==> config.mk <==
export PLATFORM = sky130hd
export DESIGN_NAME = rop_ocp_fsm
export DESIGN_NICKNAME = d
export VERILOG_FILES = /design/src/verilog/rop_pkg.sv /design/src/verilog/rop_sense_if.sv /design/src/verilog/rop_sync.sv /design/src/verilog/rop_ocp_fsm.sv
export SDC_FILE = /design/constraint.sdc
export NUM_CORES = 1
export LEC_CHECK = 0
export BUFFER_PORTS_ARGS = -buffer_cell sky130_fd_sc_hd__buf_2
export CAP_MARGIN = 20
export CORE_MARGIN = 2
export CORE_UTILIZATION = 50
export DETAILED_ROUTE_END_ITERATION = 12
export MAX_ROUTING_LAYER = met4
export PLACE_DENSITY_LB_ADDON = 0.1
export SLEW_MARGIN = 20
export SYNTH_ARGS = -nofsm -noshare
export SYNTH_HDL_FRONTEND = slang
export SYNTH_SLANG_ARGS = --single-unit
==> constraint.sdc <==
create_clock -name clk -period 3.8 [get_ports clk]
set_clock_uncertainty 0.2 [all_clocks]
set_input_delay 0.19 -clock clk [delete_from_list [all_inputs] [get_ports clk]]
set_output_delay 0.19 -clock clk [all_outputs]
set_load 0.05 [all_outputs]
==> src/verilog/rop_pkg.sv <==
package rop_pkg;

  // ------------------------------------------------------------------
  // Timing
  // ------------------------------------------------------------------
  localparam int unsigned CLK_FREQ_MHZ    = 125;
  localparam int unsigned PULSE_TIME_US   = 5;
  localparam int unsigned PULSE_CYCLES    = PULSE_TIME_US * CLK_FREQ_MHZ;
  localparam int unsigned BLANK_TIME_US   = 50;
  localparam int unsigned BLANK_CYCLES    = BLANK_TIME_US * CLK_FREQ_MHZ;
  localparam int unsigned OVL_TIME_US     = 1000;
  localparam int unsigned OVL_CYCLES      = OVL_TIME_US * CLK_FREQ_MHZ;
  localparam int unsigned GRADUAL_SHUTDOWN_CYCLES = 128;
  localparam int unsigned SYNC_STAGES     = 2;

  // ------------------------------------------------------------------
  // Sense input bit positions
  // ------------------------------------------------------------------
  localparam int unsigned SENSE_W      = 7;
  localparam int unsigned SNS_FREQ     = 0;
  localparam int unsigned SNS_HARD     = 1;
  localparam int unsigned SNS_SUP_ON   = 2;
  localparam int unsigned SNS_SUP_OFF  = 3;
  localparam int unsigned SNS_CSS_LOW  = 4;
  localparam int unsigned SNS_CSS_HIGH = 5;
  localparam int unsigned SNS_IDLE     = 6;
  localparam logic [6:0]  SENSE_RST    = 7'h00;

  // ------------------------------------------------------------------
  // Sequencer states
  // ------------------------------------------------------------------
  typedef enum logic [2:0]
  {
    ST_OFF      = 3'h0,
    ST_RUN      = 3'h1,
    ST_GRADUAL_SHUTDOWN = 3'h2,
    ST_HARDWAIT = 3'h3,
    ST_HALT     = 3'h4
  } rop_state_t;

  localparam rop_state_t STATE_RST = ST_OFF;

endpackage

==> src/verilog/rop_sense_if.sv <==
`timescale 1ns/10ps
interface rop_sense_if;
  logic [6:0] sense;

  modport sync_side (output sense);
  modport fsm_side  (input  sense);
endinterface

==> src/verilog/rop_sync.sv <==
`timescale 1ns/10ps
module rop_sync
#(
  parameter int unsigned WIDTH = rop_pkg::SENSE_W
)
(
  input  wire logic             clk,      // Logic clock
  input  wire logic             rst_b,    // Synchronous reset, low
  input  wire logic             clk_en,   // Freeze when low
  input  wire logic [WIDTH-1:0] raw,      // Asynchronous levels
  rop_sense_if.sync_side        sns       // Synchronised levels
);

  logic [WIDTH-1:0] meta_q;
  logic [WIDTH-1:0] meta_d;
  logic [WIDTH-1:0] stab_q;
  logic [WIDTH-1:0] stab_d;

  if (WIDTH != rop_pkg::SENSE_W)
  begin : g_chk
    $error("rop_sync width must match the sense vector");
  end

  // ------------------------------------------------------------------
  // Two-stage chain, first stage feeds only the second
  // ------------------------------------------------------------------
  always_comb
  begin
    meta_d = raw;
    stab_d = meta_q;
  end

  always_ff @(posedge clk)
  begin
    if (!rst_b)
    begin
      meta_q <= rop_pkg::SENSE_RST;
      stab_q <= rop_pkg::SENSE_RST;
    end
    else if (clk_en)
    begin
      meta_q <= meta_d;
      stab_q <= stab_d;
    end
  end

  assign sns.sense = stab_q;

endmodule

==> src/verilog/rop_ocp_fsm.sv <==
// Summary of operation
// - Frequency-shift trip closes the soft-start discharge switch for 5 us.
// - Switch releases after the pulse; each new crossing after it gives a new pulse.
// - Overloads shorter than the overload time limit cause nothing more.
// - Overload limit expiry enters gradual shutdown, discharge held on.
// - Gradual shutdown runs exactly 128 switching cycles, then stops.
// - After gradual shutdown stay off until supply drops below off level.
// - Each restart after a protection stop begins with a full soft-start.
// - Hard-stop trip finishes the cycle, stops, holds discharge on.
// - After hard stop stay off until supply drops then returns to on.
// - Hard-stop comparator ignored while soft-start cap at or below 0.3 V.
// - Bootstrap charging element follows the low-side gate drive.
// - Both gate outputs held low before start-up.
// - Discharge blocked during start-up until soft-start cap reaches 1.85 V.
// - Discharge blocked about 50 us after leaving burst-mode idle.
`timescale 1ns/10ps
module rop_ocp_fsm
#(
  parameter int unsigned OVL_CYCLES   = rop_pkg::OVL_CYCLES,
  parameter int unsigned BLANK_CYCLES = rop_pkg::BLANK_CYCLES,
  parameter int unsigned OVL_W        = 32,
  parameter int unsigned BLANK_W      = 16
)
(
  input  wire logic clk,                 // 125 MHz logic clock
  input  wire logic rst_b,               // Synchronous reset, low
  input  wire logic clk_en,              // Freeze all state when low
  input  wire logic freq_shift_trip,     // Sense above freq_shift_threshold
  input  wire logic hard_stop_trip,      // Sense above hard_stop_threshold
  input  wire logic supply_on_reached,   // Supply at supply_on_threshold
  input  wire logic supply_below_off,    // Supply under supply_off_threshold
  input  wire logic css_above_low,       // Soft-start cap above 0.3 V
  input  wire logic css_above_start,     // Soft-start cap above 1.85 V
  input  wire logic burst_idle,          // Half-bridge in burst idle
  input  wire logic cycle_end,           // One-cycle pulse per switch cycle
  input  wire logic high_side_req,       // Oscillator high-side request
  input  wire logic low_side_req,        // Oscillator low-side request
  output logic      high_side_gate,      // High-side gate drive
  output logic      low_side_gate,       // Low-side gate drive
  output logic      bootstrap_charge_en, // Bootstrap charging element on
  output logic      css_discharge,       // Soft-start discharge switch on
  output logic      soft_start_go,       // Pulse: begin fresh soft-start
  output logic      switching_on,        // Half-bridge allowed to switch
  output logic      fault_halt           // Stopped by a protection
);

  localparam int unsigned PW = 10;
  localparam int unsigned SW = 8;

  if (rop_pkg::PULSE_CYCLES >= (1 << PW) || OVL_CYCLES < 2 ||
      OVL_W > 32 || BLANK_W > 32 ||
      OVL_CYCLES >= 64'(1) << OVL_W ||
      BLANK_CYCLES >= 64'(1) << BLANK_W || BLANK_CYCLES < 1)
  begin : g_chk
    $error("rop_ocp_fsm counter widths cannot hold the counts");
  end

  rop_sense_if sns ();

  rop_sync u_sync
  (
    .clk    (clk),
    .rst_b  (rst_b),
    .clk_en (clk_en),
    .raw    ({burst_idle, css_above_start, css_above_low,
              supply_below_off, supply_on_reached, hard_stop_trip,
              freq_shift_trip}),
    .sns    (sns.sync_side)
  );

  logic fs_s;
  logic hard_s;
  logic sup_on_s;
  logic sup_off_s;
  logic css_low_s;
  logic css_start_s;
  logic idle_s;

  assign fs_s        = sns.sense[rop_pkg::SNS_FREQ];
  assign hard_s      = sns.sense[rop_pkg::SNS_HARD];
  assign sup_on_s    = sns.sense[rop_pkg::SNS_SUP_ON];
  assign sup_off_s   = sns.sense[rop_pkg::SNS_SUP_OFF];
  assign css_low_s   = sns.sense[rop_pkg::SNS_CSS_LOW];
  assign css_start_s = sns.sense[rop_pkg::SNS_CSS_HIGH];
  assign idle_s      = sns.sense[rop_pkg::SNS_IDLE];

  function automatic logic sw_state(input rop_pkg::rop_state_t s);
    sw_state = (s == rop_pkg::ST_RUN) || (s == rop_pkg::ST_GRADUAL_SHUTDOWN) ||
               (s == rop_pkg::ST_HARDWAIT);
  endfunction

  // ------------------------------------------------------------------
  // Sequencer and timers
  // ------------------------------------------------------------------
  rop_pkg::rop_state_t state_q;
  rop_pkg::rop_state_t state_d;
  logic [PW-1:0]       pulse_cnt_q;
  logic [PW-1:0]       pulse_cnt_d;
  logic [OVL_W-1:0]    ovl_cnt_q;
  logic [OVL_W-1:0]    ovl_cnt_d;
  logic [SW-1:0]       ss_cnt_q;
  logic [SW-1:0]       ss_cnt_d;
  logic [BLANK_W-1:0]  blank_cnt_q;
  logic [BLANK_W-1:0]  blank_cnt_d;
  logic                fs_prev_q;
  logic                idle_prev_q;
  logic                started_q;
  logic                started_d;
  logic                pulse_on;
  logic                pulse_go;
  logic                overload;
  logic                ovl_expire;
  logic                hard_hit;

  assign pulse_on   = (pulse_cnt_q != '0);
  // Start-up and burst-exit blanking avoid a discharge deadlock
  assign pulse_go   = (state_q == rop_pkg::ST_RUN) && fs_s && !fs_prev_q &&
                      !pulse_on && started_q &&
                      (blank_cnt_q == '0);
  assign overload   = fs_s || pulse_on;
  assign ovl_expire = overload &&
                      (ovl_cnt_q == OVL_W'(OVL_CYCLES - 1));
  assign hard_hit   = hard_s && css_low_s;

  always_comb
  begin
    state_d     = state_q;
    pulse_cnt_d = pulse_on ? pulse_cnt_q - PW'(1) : '0;
    ovl_cnt_d   = '0;
    ss_cnt_d    = ss_cnt_q;
    blank_cnt_d = (blank_cnt_q != '0) ? blank_cnt_q - BLANK_W'(1) : '0;
    started_d   = started_q;
    if (idle_prev_q && !idle_s)
      blank_cnt_d = BLANK_W'(BLANK_CYCLES);
    unique case (state_q)
      rop_pkg::ST_OFF:
      begin
        started_d = 1'b0;
        ss_cnt_d  = '0;
        if (sup_on_s)
          state_d = rop_pkg::ST_RUN;
      end
      rop_pkg::ST_RUN:
      begin
        if (css_start_s)
          started_d = 1'b1;
        if (pulse_go)
          pulse_cnt_d = PW'(rop_pkg::PULSE_CYCLES);
        // Timer clears as soon as the overload is gone
        if (overload)
          ovl_cnt_d = ovl_cnt_q + OVL_W'(1);
        if (hard_hit)
          state_d = rop_pkg::ST_HARDWAIT;
        else if (ovl_expire)
          state_d = rop_pkg::ST_GRADUAL_SHUTDOWN;
      end
      rop_pkg::ST_GRADUAL_SHUTDOWN:
      begin
        pulse_cnt_d = '0;
        if (cycle_end)
          ss_cnt_d = ss_cnt_q + SW'(1);
        if (hard_hit)
          state_d = rop_pkg::ST_HARDWAIT;
        else if (cycle_end &&
                 ss_cnt_q == SW'(rop_pkg::GRADUAL_SHUTDOWN_CYCLES - 1))
          state_d = rop_pkg::ST_HALT;
      end
      rop_pkg::ST_HARDWAIT:
      begin
        pulse_cnt_d = '0;
        if (cycle_end)
          state_d = rop_pkg::ST_HALT;
      end
      rop_pkg::ST_HALT:
      begin
        pulse_cnt_d = '0;
        if (sup_off_s)
          state_d = rop_pkg::ST_OFF;
      end
      default:
        state_d = rop_pkg::ST_HALT;
    endcase
  end

  always_ff @(posedge clk)
  begin
    if (!rst_b)
    begin
      state_q     <= rop_pkg::STATE_RST;
      pulse_cnt_q <= '0;
      ovl_cnt_q   <= '0;
      ss_cnt_q    <= '0;
      blank_cnt_q <= '0;
      fs_prev_q   <= 1'b0;
      idle_prev_q <= 1'b0;
      started_q   <= 1'b0;
    end
    else if (clk_en)
    begin
      state_q     <= state_d;
      pulse_cnt_q <= pulse_cnt_d;
      ovl_cnt_q   <= ovl_cnt_d;
      ss_cnt_q    <= ss_cnt_d;
      blank_cnt_q <= blank_cnt_d;
      fs_prev_q   <= fs_s;
      idle_prev_q <= idle_s;
      started_q   <= started_d;
    end
  end

  // ------------------------------------------------------------------
  // Registered outputs
  // ------------------------------------------------------------------
  logic hs_d;
  logic ls_d;
  logic css_d;
  logic ssg_d;
  logic sw_d;
  logic halt_d;

  always_comb
  begin
    sw_d   = sw_state(state_d) && !idle_s;
    hs_d   = sw_d && high_side_req && !low_side_req;
    ls_d   = sw_d && low_side_req;
    // Cap held empty while off so every restart is a full soft-start
    css_d  = (pulse_cnt_d != '0) || !sw_state(state_d) ||
             (state_d == rop_pkg::ST_GRADUAL_SHUTDOWN) ||
             (state_d == rop_pkg::ST_HARDWAIT);
    ssg_d  = (state_q == rop_pkg::ST_OFF) &&
             (state_d == rop_pkg::ST_RUN);
    halt_d = (state_d == rop_pkg::ST_HALT);
  end

  always_ff @(posedge clk)
  begin
    if (!rst_b)
    begin
      high_side_gate      <= 1'b0;
      low_side_gate       <= 1'b0;
      bootstrap_charge_en <= 1'b0;
      css_discharge       <= 1'b1;
      soft_start_go       <= 1'b0;
      switching_on        <= 1'b0;
      fault_halt          <= 1'b0;
    end
    else if (clk_en)
    begin
      high_side_gate      <= hs_d;
      low_side_gate       <= ls_d;
      bootstrap_charge_en <= ls_d;
      css_discharge       <= css_d;
      soft_start_go       <= ssg_d;
      switching_on        <= sw_d;
      fault_halt          <= halt_d;
    end
  end
endmodule

After elaboration in Yosys (flattened, before gate mapping)

Cells that the tools add are included.

Flip-flop bits (word level): 92
Input port bits: 13
Output and inout port bits: 7

$add $sub $neg: 4
Equality and inequality tests: 12
Muxes and demuxes: 19
Reductions and logical operators: 35

Operators with widths:

| operator                                                              | count |
|---|---|
| 32-bit two-way mux                                                    | 2 |
| 32-bit by 1-bit adder with 32-bit output (second input constant)      | 1 |
| 32-bit by 17-bit == test with 1-bit output (second input constant)    | 1 |
| 16-bit two-way mux                                                    | 2 |
| 3-bit two-way mux                                                     | 7 |
| 10-bit two-way mux                                                    | 2 |
| 10-bit case mux with 2 select lines                                   | 1 |
| 10-bit nonzero test                                                   | 2 |
| 16-bit logical NOT                                                    | 1 |
| 8-bit case mux with 2 select lines                                    | 1 |
| 16-bit nonzero test                                                   | 1 |
| 16-bit by 1-bit subtractor with 16-bit output (second input constant) | 1 |
| 3-bit case mux with 5 select lines                                    | 1 |
| 1-bit logical AND                                                     | 14 |
| 3-bit by 2-bit == test with 1-bit output (second input constant)      | 4 |
| 10-bit by 1-bit subtractor with 10-bit output (second input constant) | 1 |
| 8-bit by 1-bit adder with 8-bit output (second input constant)        | 1 |
| 8-bit by 7-bit == test with 1-bit output (second input constant)      | 1 |
| 8-bit two-way mux                                                     | 1 |
| 3-bit by 1-bit == test with 1-bit output (second input constant)      | 2 |
| 3-bit == test (second input constant)                                 | 2 |
| 1-bit logical OR                                                      | 6 |
| 3-bit AND reduction                                                   | 2 |
| 1-bit logical NOT                                                     | 5 |
| other kinds (7)                                                       | 8 |

Longest topological paths before layout

Gate-level depths: netlist of the first run.

Depth after elaboration: 13
Gate-level depth with buffers: 9

Modules after synthesis

A second synthesis of the first run with hierarchy kept.

Cells, all modules: 547
Area total of the unflattened synthesis: 4608.2 um2

By module, submodules not included:

| module      | cells an instance | area an instance (um2) | instances |
|---|---|---|---|
| rop_ocp_fsm | 502               | 4065.1                 | 1 |
| rop_sync    | 45                | 543.0                  | 1 |

Worst setup path after synthesis of the first run

Ideal clock, no wire load.

Kind: reg-to-reg
Start: register pulse_cnt_q[0]
End: register css_discharge
Cell stages (with the launch flop): 10
Arrival time: 1716 ps
Clock period less this slack: 2048 ps
Path buffers: 1
Setup slack: 1752 ps
Cell sequence: dfxtp_1 -> inv_1 -> ha_1 -> clkbuf_1 -> nand2b_1 -> o21ai_0 -> a22oi_1 -> a311oi_1 -> o21ai_1 -> a2bb2oi_1

Cells in the longest elaborated chain, start to end: 13
Elaborated cells between the ends (all ways): 24
Classes of those cells: add/sub (1); eq/ne (3); mux (6); reduce/logical (14)

RTL lines:

| element                                                                                                | line               | source |
|---|---|---|
| from (decl)                                                                                            | rop_ocp_fsm.sv:97  | `logic [PW-1:0] pulse_cnt_q;` |
| from (signal assigned)                                                                                 | rop_ocp_fsm.sv:201 | `pulse_cnt_q <= pulse_cnt_d;` |
| parallel branches: the longest is 12 deep, another holds 10-bit by 1-bit subtractor with 10-bit output | --                 |  |
| 1-bit logical OR (*)                                                                                   | rop_ocp_fsm.sv:228 | `(state_d == rop_pkg::ST_GRADUAL_SHUTDOWN) \|\|` |
| to (signal assigned)                                                                                   | rop_ocp_fsm.sv:252 | `css_discharge <= css_d;` |
| to (decl)                                                                                              | rop_ocp_fsm.sv:41  | `output logic css_discharge,` |

Mark *: on every way between the ends.
A chain may end at the register's enable or synchronous reset.

Worst setup path in the final report of the first run

Start: register ss_cnt_q[0]
End: register high_side_gate

Cells in the longest elaborated chain, start to end: 11
Elaborated cells between the ends (all ways): 13
Classes of those cells: eq/ne (4); mux (3); reduce/logical (6)

RTL lines:

| element                                                                                              | line               | source |
|---|---|---|
| from (decl)                                                                                          | rop_ocp_fsm.sv:101 | `logic [SW-1:0] ss_cnt_q;` |
| from (signal assigned)                                                                               | rop_ocp_fsm.sv:203 | `ss_cnt_q <= ss_cnt_d;` |
| 8-bit by 7-bit == test with 1-bit output (*)                                                         | rop_ocp_fsm.sv:165 | `ss_cnt_q == SW'(rop_pkg::GRADUAL_SHUTDOWN_CYCLES - 1))` |
| 1-bit logical AND (*)                                                                                | rop_ocp_fsm.sv:164 | `else if (cycle_end &&` |
| 3-bit two-way mux (*)                                                                                | rop_ocp_fsm.sv:164 |  |
| 3-bit two-way mux (*)                                                                                | rop_ocp_fsm.sv:162 | `if (hard_hit)` |
| 3-bit case mux with 5 select lines (*)                                                               | rop_ocp_fsm.sv:135 | `unique case (state_q)` |
| 3-bit by 1-bit == test with 1-bit output or 3-bit by 2-bit == test with 1-bit output (tied branches) | rop_ocp_fsm.sv:88  | `sw_state = (s == rop_pkg::ST_RUN) \|\| (s == rop_pkg::ST_GRADUAL_SHUTDOWN) \|\|` |
| 1-bit logical OR                                                                                     | rop_ocp_fsm.sv:88  |  |
| 1-bit logical OR (*)                                                                                 | rop_ocp_fsm.sv:88  |  |
| 1-bit logical AND (*)                                                                                | rop_ocp_fsm.sv:223 | `sw_d = sw_state(state_d) && !idle_s;` |
| 1-bit logical AND (*) (2 in series)                                                                  | rop_ocp_fsm.sv:224 | `hs_d = sw_d && high_side_req && !low_side_req;` |
| to (signal assigned)                                                                                 | rop_ocp_fsm.sv:249 | `high_side_gate <= hs_d;` |
| to (decl)                                                                                            | rop_ocp_fsm.sv:38  | `output logic high_side_gate,` |

Mark *: on every way between the ends. The rest lies on a longest branch, timed or not.

==> impl_metrics.tcl, run 1 <==
set metrics [dict create \
    outcome "complete, no violations" \
    fmaxAchievable_mhz 399 \
    critical_path.top_delay_family "compound AO/OA/AOI/OAI gates" \
    clkSlewWorstSetupHoldPaths_ns 0.10 \
    grt_first_pass_wirelength_um 16500 \
    multi_input_area_um2 2620 \
    antenna_cells 0 \
    yosysWarnings 0 \
    cts_made_buffers 9 \
    cts-resized-gates 0 \
    tns_ns 0 \
    cp_data_required_time_ns 3.86 \
    drtIter0Drc 254 \
    synth_ff_type "dfxtp_1" \
    die_area_um2 10100 \
    relSlewSlack 0.432 \
    numPortBuffers 19 \
    die_h_um 100 \
    start_util 0.509 \
    tritoncts "done" \
    place_inst 644 \
    h-tree-depth 3 \
    end_kind "flop" \
    synth_edf_count 0 \
    fp-row-count 35 \
    cts_num_sinks 92 \
    fin_crit_ns 2.51 \
    critPathKind "flop to flop" \
    pwr_density_cell_nw_per_um2 575 \
    viasPerCell 5.61 \
    layout.cells.non_filler 668 \
    drive_gt1_frac 0.113 \
    drv_slew 0 \
    async_flop_share 0 \
    syn-cell-area_um2 4640 \
    dieWidth_um 100 \
    clk_path_buf_depth 2 \
    top_level_ports 20 \
    critical_path_buf_inv_count 0 \
    wl_per_cell_um 14.4 \
    areaGrowthSynthToFinish_pct 8.88 \
    fin_util 0.554 \
    core_um2 9110 \
    worstSetupStartpointType "flop" \
    rsz0062_at_grt "false" \
    hold_violations 0 \
    antenna_found_initial 0 \
    finalSetupViolations 0 \
    cp.arrival_ns 2.57 \
    syn_area_per_cell_um2 8.65 \
    synth_top_area_share 0.397 \
    synth_top_area_cell "dfxtp_1" \
    first_global_vias 3483 \
    dpl.hpwl_um 6590 \
    finalHoldWorstSlack_ns 0.0306 \
    ys_seq_area_frac 0.397 \
    ys_ff_latch 92 \
    cts_root_buf "clkbuf_8" \
    first_pass_iters 4 \
    synth_area_leaders "dfxtp_1 40%, nor2_1 6.9%, xnor2_1 4.5%" \
    synthesis.nets 554 \
    clk_latency_ns 0.36 \
    synthCells 536 \
    grt_max_degree 51 \
    routed_wl_um 9600 \
    tightest_slew_ns 0.845 \
    gp_congestion 0.855 \
    critPathSlowestCell "o311ai_1" \
    crit_chain "ha_1 > nand2_1 > nor4_1 > a211oi_1 > o311ai_1 > nor3b_1 > o21a_1" \
    p_leak_nw 1.82 \
    hold_class "input pin to flop" \
    vias 3748 \
    timing.final.crit_share 0.660 \
    vdd_ir_drop_max_v 0.000243 \
    yosysUniqueCellTypes 67 \
    crit_fanout 5 \
    n_fill_cell 855 \
    slowest_delay_ns 0.59 \
    final_nets 570 \
    grt_util_all_layers 0.207 \
    drc 0 \
    regArea_um2 1840 \
    overflow 0 \
    postRouteAntennaNets 0 \
    max-cap-violations 0 \
]
path summary, 6_finish.rpt:
path | from | endpoint | slack, ns | cells after the start
max | ss_cnt_q[0] | high_side_gate | 1.29 | 7
min | high_side_req | high_side_gate | 0.03 | 3
max reg2reg | ss_cnt_q[0] | high_side_gate | 1.29 | 7
min reg2reg | switching_on | switching_on | 0.28 | 2
Yosys cell counts (3+ instances only):
cell type	instances
nand2b_1	4
ha_1	5
dfxtp_1	92
nand3_1	17
o21ai_0	18
xor2_1	18
nor4_1	11
nand4_1	14
nand2_1	37
and3_1	4
nor2_1	85
and4_1	4
a211oi_1	3
o21a_1	7
clkbuf_1	8
nand3b_1	5
inv_1	16
o22ai_1	3
and2_1	5
buf_1	4
a21oi_1	17
o221a_2	6
nor2b_1	22
xnor2_1	24
buf_2	6
a21boi_1	3
mux2i_1	18
nor4b_1	5
nor4_4	4
nor3_1	19
o21ai_1	3
buf_4	4
per-stage QoR:
step	total power [mW]	cell area [um2]	setup WS, ns
2_1_floorplan	2.02	4640	1.75
3_3_place_gp	2.18	4760	1.33
3_5_place_dp	2.20	4760	1.32
4_1_cts	2.91	5050	1.27
5_1_grt	3.08	5050	1.06
6_report	2.90	5050	1.29
state kept, by name (all words and copies together) (netlist names), 3 cells and up:
signal	count
state_q	3
blank_cnt_q	16
ss_cnt_q	8
ovl_cnt_q	32
pulse_cnt_q	10
u_sync.meta_q	7
u_sync.sns.sense	7
repair_timing:
action                    4_1_cts  5_1_grt
hold endpoints to repair        9        0
setup buffers                   0        0
hold buffers                    8        0
cell type report:
cell class	instances	share of cell area
Clock buffer	9	0.0245
Inverter	16	0.0119
Sequential cell	92	0.365
Multi-Input combinational cell	405	0.519
Timing Repair Buffer	28	0.0362
Tap cell	111	0.0275
Clock inverter	7	0.0164
layout by cell type (no fill, tap or decap), types with 3 or more instances in the layout:
cell type and count:
clkbuf_8 9, a21boi_1 3, o22ai_1 3, nand2b_1 4, and4_1 4, buf_2 19
nor2_1 85, o21ai_1 3, nor3_1 19, ha_1 5, a21oi_1 17, dfxtp_1 92
and2_1 5, nor4_1 11, o21ai_0 18, nand3b_1 5, mux2i_1 18, a211oi_1 3
o21a_1 7, nor2b_1 22, xnor2_1 24, xor2_1 18, nand2_1 37, dlygate4sd3_1 8
nor4b_1 5, o221a_2 6, nand3_1 17, nor4_4 4, and3_1 4, inv_1 16
nand4_1 14
tightest hold or removal path, delay by kind of cell:
family / cells / cell delay [ns]
AND/OR/NAND/NOR: 1 / 0.18
AO/OA/AOI/OAI: 1 / 0.13
buffers and inverters: 1 / 0.07
cells by family after synthesis:
family	Yosys count	synth area share
AOI/OAI and AO/OA	82	0.124
xor gates and xnor gates	42	0.0793
adders and majority gates	5	0.0135
buffers and inverters	39	0.0380
DFF	92	0.397
muxes	19	0.0413
and+or+nand+nor	257	0.306
power breakdown:
part	total (mW)	switching (mW)	internal (mW)
Clock	0.700	0.384	0.316
Sequential	1.20	0.143	1.05
Combinational	1.00	0.578	0.425
Total	2.90	1.11	1.80
per-layer routing:
metal / track usage / routed length, um
met3: 0.0306 / 250
met4: 0.0759 / 137
met2: 0.318 / 4320
met5: - / 0
met1: 0.279 / 4900
No activity file was read; power rests on OpenSTA's default activity.
==> run 2: changes to the inputs <==
clock period = 2.1 ns   (was 3.8 ns; I/O delays follow)
==> impl_metrics.tcl, run 2 (synthesis results as in run 1) <==
set metrics [dict create \
    cp.arrival_ns 2.10 \
    slowest_delay_ns 0.54 \
    cts_num_sinks 92 \
    vdd_ir_drop_max_v 0.000502 \
    setup_ws_ns 0.0426 \
    regArea_um2 1850 \
    core_um2 9110 \
    overflow 0 \
    grt_first_pass_wirelength_um 17400 \
    viasPerCell 5.53 \
    first_pass_iters 4 \
    mostFrequentLayoutCells "85 x nor2_1, 84 x dfxtp_1, 45 x buf_4" \
    hp-start "cycle_end" \
    hold_class "input pin to flop" \
    tritoncts "done" \
    p_total_mw 5.53 \
    finalSetupViolations 0 \
    clk_latency_ns 0.36 \
    clk_path_buf_depth 2 \
    tightest_slew_ns 0.437 \
    grt_util_all_layers 0.219 \
    cts_made_buffers 9 \
    cp_data_required_time_ns 2.14 \
    dpl.hpwl_um 7110 \
    multi_input_area_um2 2670 \
    outcome "complete, no violations" \
    drtIter0Drc 114 \
    n_fill_cell 821 \
    worstSetupStartpointType "flop" \
    reg2reg_from "pulse_cnt_q[3]" \
    end_kind "flop" \
    layout_commonest_cell "nor2_1" \
    reg2reg_depth 6 \
    fin_crit_ns 2.06 \
    antenna_cells 0 \
    critPathKind "flop to flop" \
    reg_top3 "ovl_cnt_q (32), blank_cnt_q (16), pulse_cnt_q (10)" \
    grt_max_degree 42 \
    gp_congestion 0.924 \
    min_path_cells 5 \
    antenna_found_initial 0 \
    pre_cts_slack_ns -0.0408 \
    drv_slew 0 \
    p_leak_nw 2.06 \
    die_h_um 100 \
    hold_violations 0 \
    stdcell_area_um2 5510 \
    areaGrowthSynthToFinish_pct 18.8 \
    top_level_ports 20 \
    largest_register_ffs 32 \
    clkSlewWorstSetupHoldPaths_ns 0.10 \
    critical_path.top_delay_family "simple AND/OR/NAND/NOR gates" \
    first_global_vias 3721 \
    critPathLaunch "pulse_cnt_q[3]" \
    fin_util 0.605 \
    wl_per_cell_um 14.2 \
    numPortBuffers 19 \
    crit_fanout 5 \
    relSlewSlack 0.707 \
    dieWidth_um 100 \
    postRouteAntennaNets 0 \
    cts_root_buf "clkbuf_8" \
    final_nets 621 \
    die_area_um2 10100 \
    crit_cells 6 \
    pwr_density_cell_nw_per_um2 1000 \
    h-tree-depth 3 \
    timing.final.crit_share 0.980 \
    drive_gt1_frac 0.206 \
    vias 3968 \
    crit_chain "or4_4 > nor4_4 > nand3b_1 > a311oi_2 > o21ai_1 > a2bb2oi_1" \
    rsz0062_at_grt "true" \
    placed_area_um2 5090 \
    start_util 0.509 \
    regMostFlops "ovl_cnt_q" \
    max-cap-violations 0 \
    fp-row-count 35 \
    routed_wl_um 10200 \
    tns_ns 0 \
    critical_path_buf_inv_count 0 \
    fmaxAchievable_mhz 486 \
    drc 0 \
    critPathSlowestCell "or4_4" \
]
run 2: path summary, 6_finish.rpt:
check | to | slack [ns]
setup / recovery | css_discharge | 0.04
hold / removal | state_q[2] | 0.13
setup reg to reg | css_discharge | 0.04
hold reg to reg | switching_on | 0.29
run 2: tightest hold or removal path, delay by kind of cell:
kind,cells,cell delay (ns)
AND/OR/NAND/NOR,1,0.05
AO/OA/AOI/OAI,3,0.37
buffers and inverters,1,0.13
run 2: report_power, final:
part	internal [mW]	leakage (nW)	total [mW]	switching, mW
clock network	0.549	0.0850	1.17	0.623
logic	1.07	1.22	2.22	1.15
registers	1.92	0.751	2.14	0.222
total	3.53	2.06	5.53	2.00
run 2: area by class of cell:
type / instances / area share
tap: 111 / 0.0252
inverter: 16 / 0.0109
clock buffer: 10 / 0.0232
timing repair buffer: 79 / 0.109
clock inverter: 5 / 0.0111
sequential: 92 / 0.336
multi-input combinational: 405 / 0.484
run 2: through the flow:
step	hold slack [ns]	std cells
after floorplan	0.0744	536
final	0.128	718
after global placement	0.163	684
after detailed placement	0.175	684
after CTS	0.109	713
after global routing	0.151	718
run 2: per-layer routing:
| layer | GRT usage | routed length [um] | vias to the layer above |
|---|---|---|---|
| met5 | - | 0 | - |
| met4 | 0.0674 | 129 | 0 |
| met3 | 0.0453 | 353 | 16 |
| met2 | 0.337 | 4640 | 63 |
| met1 | 0.291 | 5060 | 1861 |
| li1 | - | - | 2028 |
run 2: what timing repair did:
| item | CTS | global route |
|---|---|---|
| setup endpoints to repair | 6 | 61 |
| pin swaps | 1 | 7 |
| hold buffers | 13 | 0 |
| setup buffers | 1 | 5 |
| resized for setup | 4 | 14 |
| endpoints found under the hold margin | 13 | 0 |
==> run 3: changes to the inputs <==
RECOVER_POWER = 50   (was default)
==> impl_metrics.tcl, run 3 (synthesis results as in run 1) <==
set metrics [dict create \
    postRouteAntennaNets 0 \
    slowest_delay_ns 0.53 \
    cp_data_required_time_ns 2.14 \
    largest_register_ffs 32 \
    cts_root_buf "clkbuf_8" \
    intPower_mw 3.52 \
    cts_num_sinks 92 \
    hp-start "cycle_end" \
    crit_fanout 4 \
    drv_slew 0 \
    setup_ws_ns 0.0371 \
    vias 3974 \
    n_fill_cell 834 \
    tightest_slew_ns 0.770 \
    p_sw_frac 0.362 \
    drc 0 \
    comb_power_share 0.400 \
    drtIter0Drc 124 \
    antenna_found_initial 0 \
    gp_congestion 0.924 \
    switchingPower_mw 2.00 \
    hold_end "state_q[2]" \
    critPathLaunch "pulse_cnt_q[4]" \
    timing.final.crit_share 0.982 \
    overflow 0 \
    cts_made_buffers 9 \
    regMostFlops "ovl_cnt_q" \
    p_clk_frac 0.213 \
    start_util 0.509 \
    outcome "complete, no violations" \
    routed_wl_um 10200 \
    p_leak_nw 2.02 \
    end_kind "flop" \
    reg2reg_from "pulse_cnt_q[4]" \
    grt_first_pass_wirelength_um 17400 \
    multi_input_area_um2 2660 \
    critPathSlowestCell "or4_4" \
    numPortBuffers 19 \
    antenna_cells 0 \
    dieWidth_um 100 \
    reg_top3 "ovl_cnt_q (32), blank_cnt_q (16), pulse_cnt_q (10)" \
    ff2ff_setup_slack_ns 0.04 \
    die_h_um 100 \
    seqPwrFrac 0.388 \
    pwr_density_cell_nw_per_um2 1010 \
    finalSetupViolations 0 \
    clk_path_buf_depth 2 \
    fp-row-count 35 \
    hold_class "input pin to flop" \
    rsz0062_at_grt "true" \
    vdd_ir_drop_max_v 0.000506 \
    layout_commonest_cell "nor2_1" \
    clkSlewWorstSetupHoldPaths_ns 0.10 \
    placed_area_um2 5090 \
    tritoncts "done" \
    r2r_end "css_discharge" \
    h-tree-depth 3 \
    top_level_ports 20 \
    clk_latency_ns 0.36 \
    stdcell_area_um2 5470 \
    min_path_cells 5 \
    reg2reg_depth 6 \
    fin_crit_ns 2.06 \
    hold_violations 0 \
    relSlewSlack 0.487 \
    mostFrequentLayoutCells "85 x nor2_1, 84 x dfxtp_1, 39 x buf_4" \
    max-cap-violations 0 \
    grt_util_all_layers 0.219 \
    crit_chain "or4_4 > nor4_4 > nand3b_1 > a311oi_2 > o21ai_1 > a2bb2oi_1" \
    final_nets 621 \
    fmaxAchievable_mhz 485 \
    areaGrowthSynthToFinish_pct 18.0 \
    critPathKind "flop to flop" \
    first_global_vias 3721 \
    first_pass_iters 4 \
    cp.arrival_ns 2.10 \
    drive_gt1_frac 0.183 \
    core_um2 9110 \
    die_area_um2 10100 \
    fin_util 0.601 \
    viasPerCell 5.53 \
    pre_cts_slack_ns -0.0408 \
    worstSetupStartpointType "flop" \
    dpl.hpwl_um 7110 \
    grt_max_degree 42 \
    wl_per_cell_um 14.2 \
    tns_ns 0 \
    regArea_um2 1850 \
]
-- run 3: cell count changes in the layout (fill, tap and decap cells not counted) --
cell	change
nor3_1	+1
nand2_2	-1
and2_1	-1
and2_0	+1
ha_1	+1
nand2_1	+1
nor3_2	-1
ha_2	-1
buf_4	-6
clkbuf_2	+2
buf_2	-7
clkbuf_1	+11
-- run 3: worst max path at each step --
| stage | end | slack, ns |
|---|---|---|
| after global routing | css_discharge | -0.05 |
| after detailed placement | pulse_cnt_q[9] | -0.04 |
| after global placement | css_discharge | -0.005 |
| final | css_discharge | 0.04 |
| after floorplan | css_discharge | 0.05 |
| after CTS | css_discharge | 0.01 |
-- run 3: power by group through the flow --
stage	Combinational [mW]	Sequential, mW	Clock [mW]
2_1_floorplan	1.51	2.14	0
3_3_place_gp	2.00	2.16	0
3_5_place_dp	2.02	2.17	0
4_1_cts	2.07	2.13	1.22
5_1_grt	2.45	2.17	1.28
6_report	2.21	2.14	1.17
-- run 3: final cells by class --
cell class | instances | share of cell area
clock buffers | 10 | 0.0233
inverters | 16 | 0.0110
clock inverters | 5 | 0.0112
well taps | 111 | 0.0254
flip-flops and latches | 92 | 0.338
multi-input cells | 405 | 0.486
repair buffers | 79 | 0.105
-- run 3: worst max-delay path: cells and delay by family (launching register included) --
family	cells	cell delay [ns]
and+or+nand+nor	3	0.84
AOI/OAI and AO/OA	3	0.52
DFF	1	0.39
-- run 3: metal layers --
metal,wire (um),up-vias,GRT usage
met1,5050,1865,0.291
li1,-,2027,-
met3,382,16,0.0453
met5,0,-,-
met4,129,0,0.0674
met2,4650,66,0.337
-- run 3: what timing repair did --
item / in CTS / in global routing
gates resized for setup: 4 / 14
hold buffers: 13 / 0
pin swaps: 1 / 7
setup endpoints to repair: 6 / 61
hold endpoints to repair: 13 / 0
buffers inserted: 1 / 5
-- run 3: per-stage QoR --
stage,total power [mW],hold slack [ns],instances
floorplan,3.65,0.0744,536
global placement,4.15,0.163,684
detailed placement,4.19,0.175,684
CTS,5.42,0.109,713
global route,5.90,0.162,718
finish,5.52,0.136,718
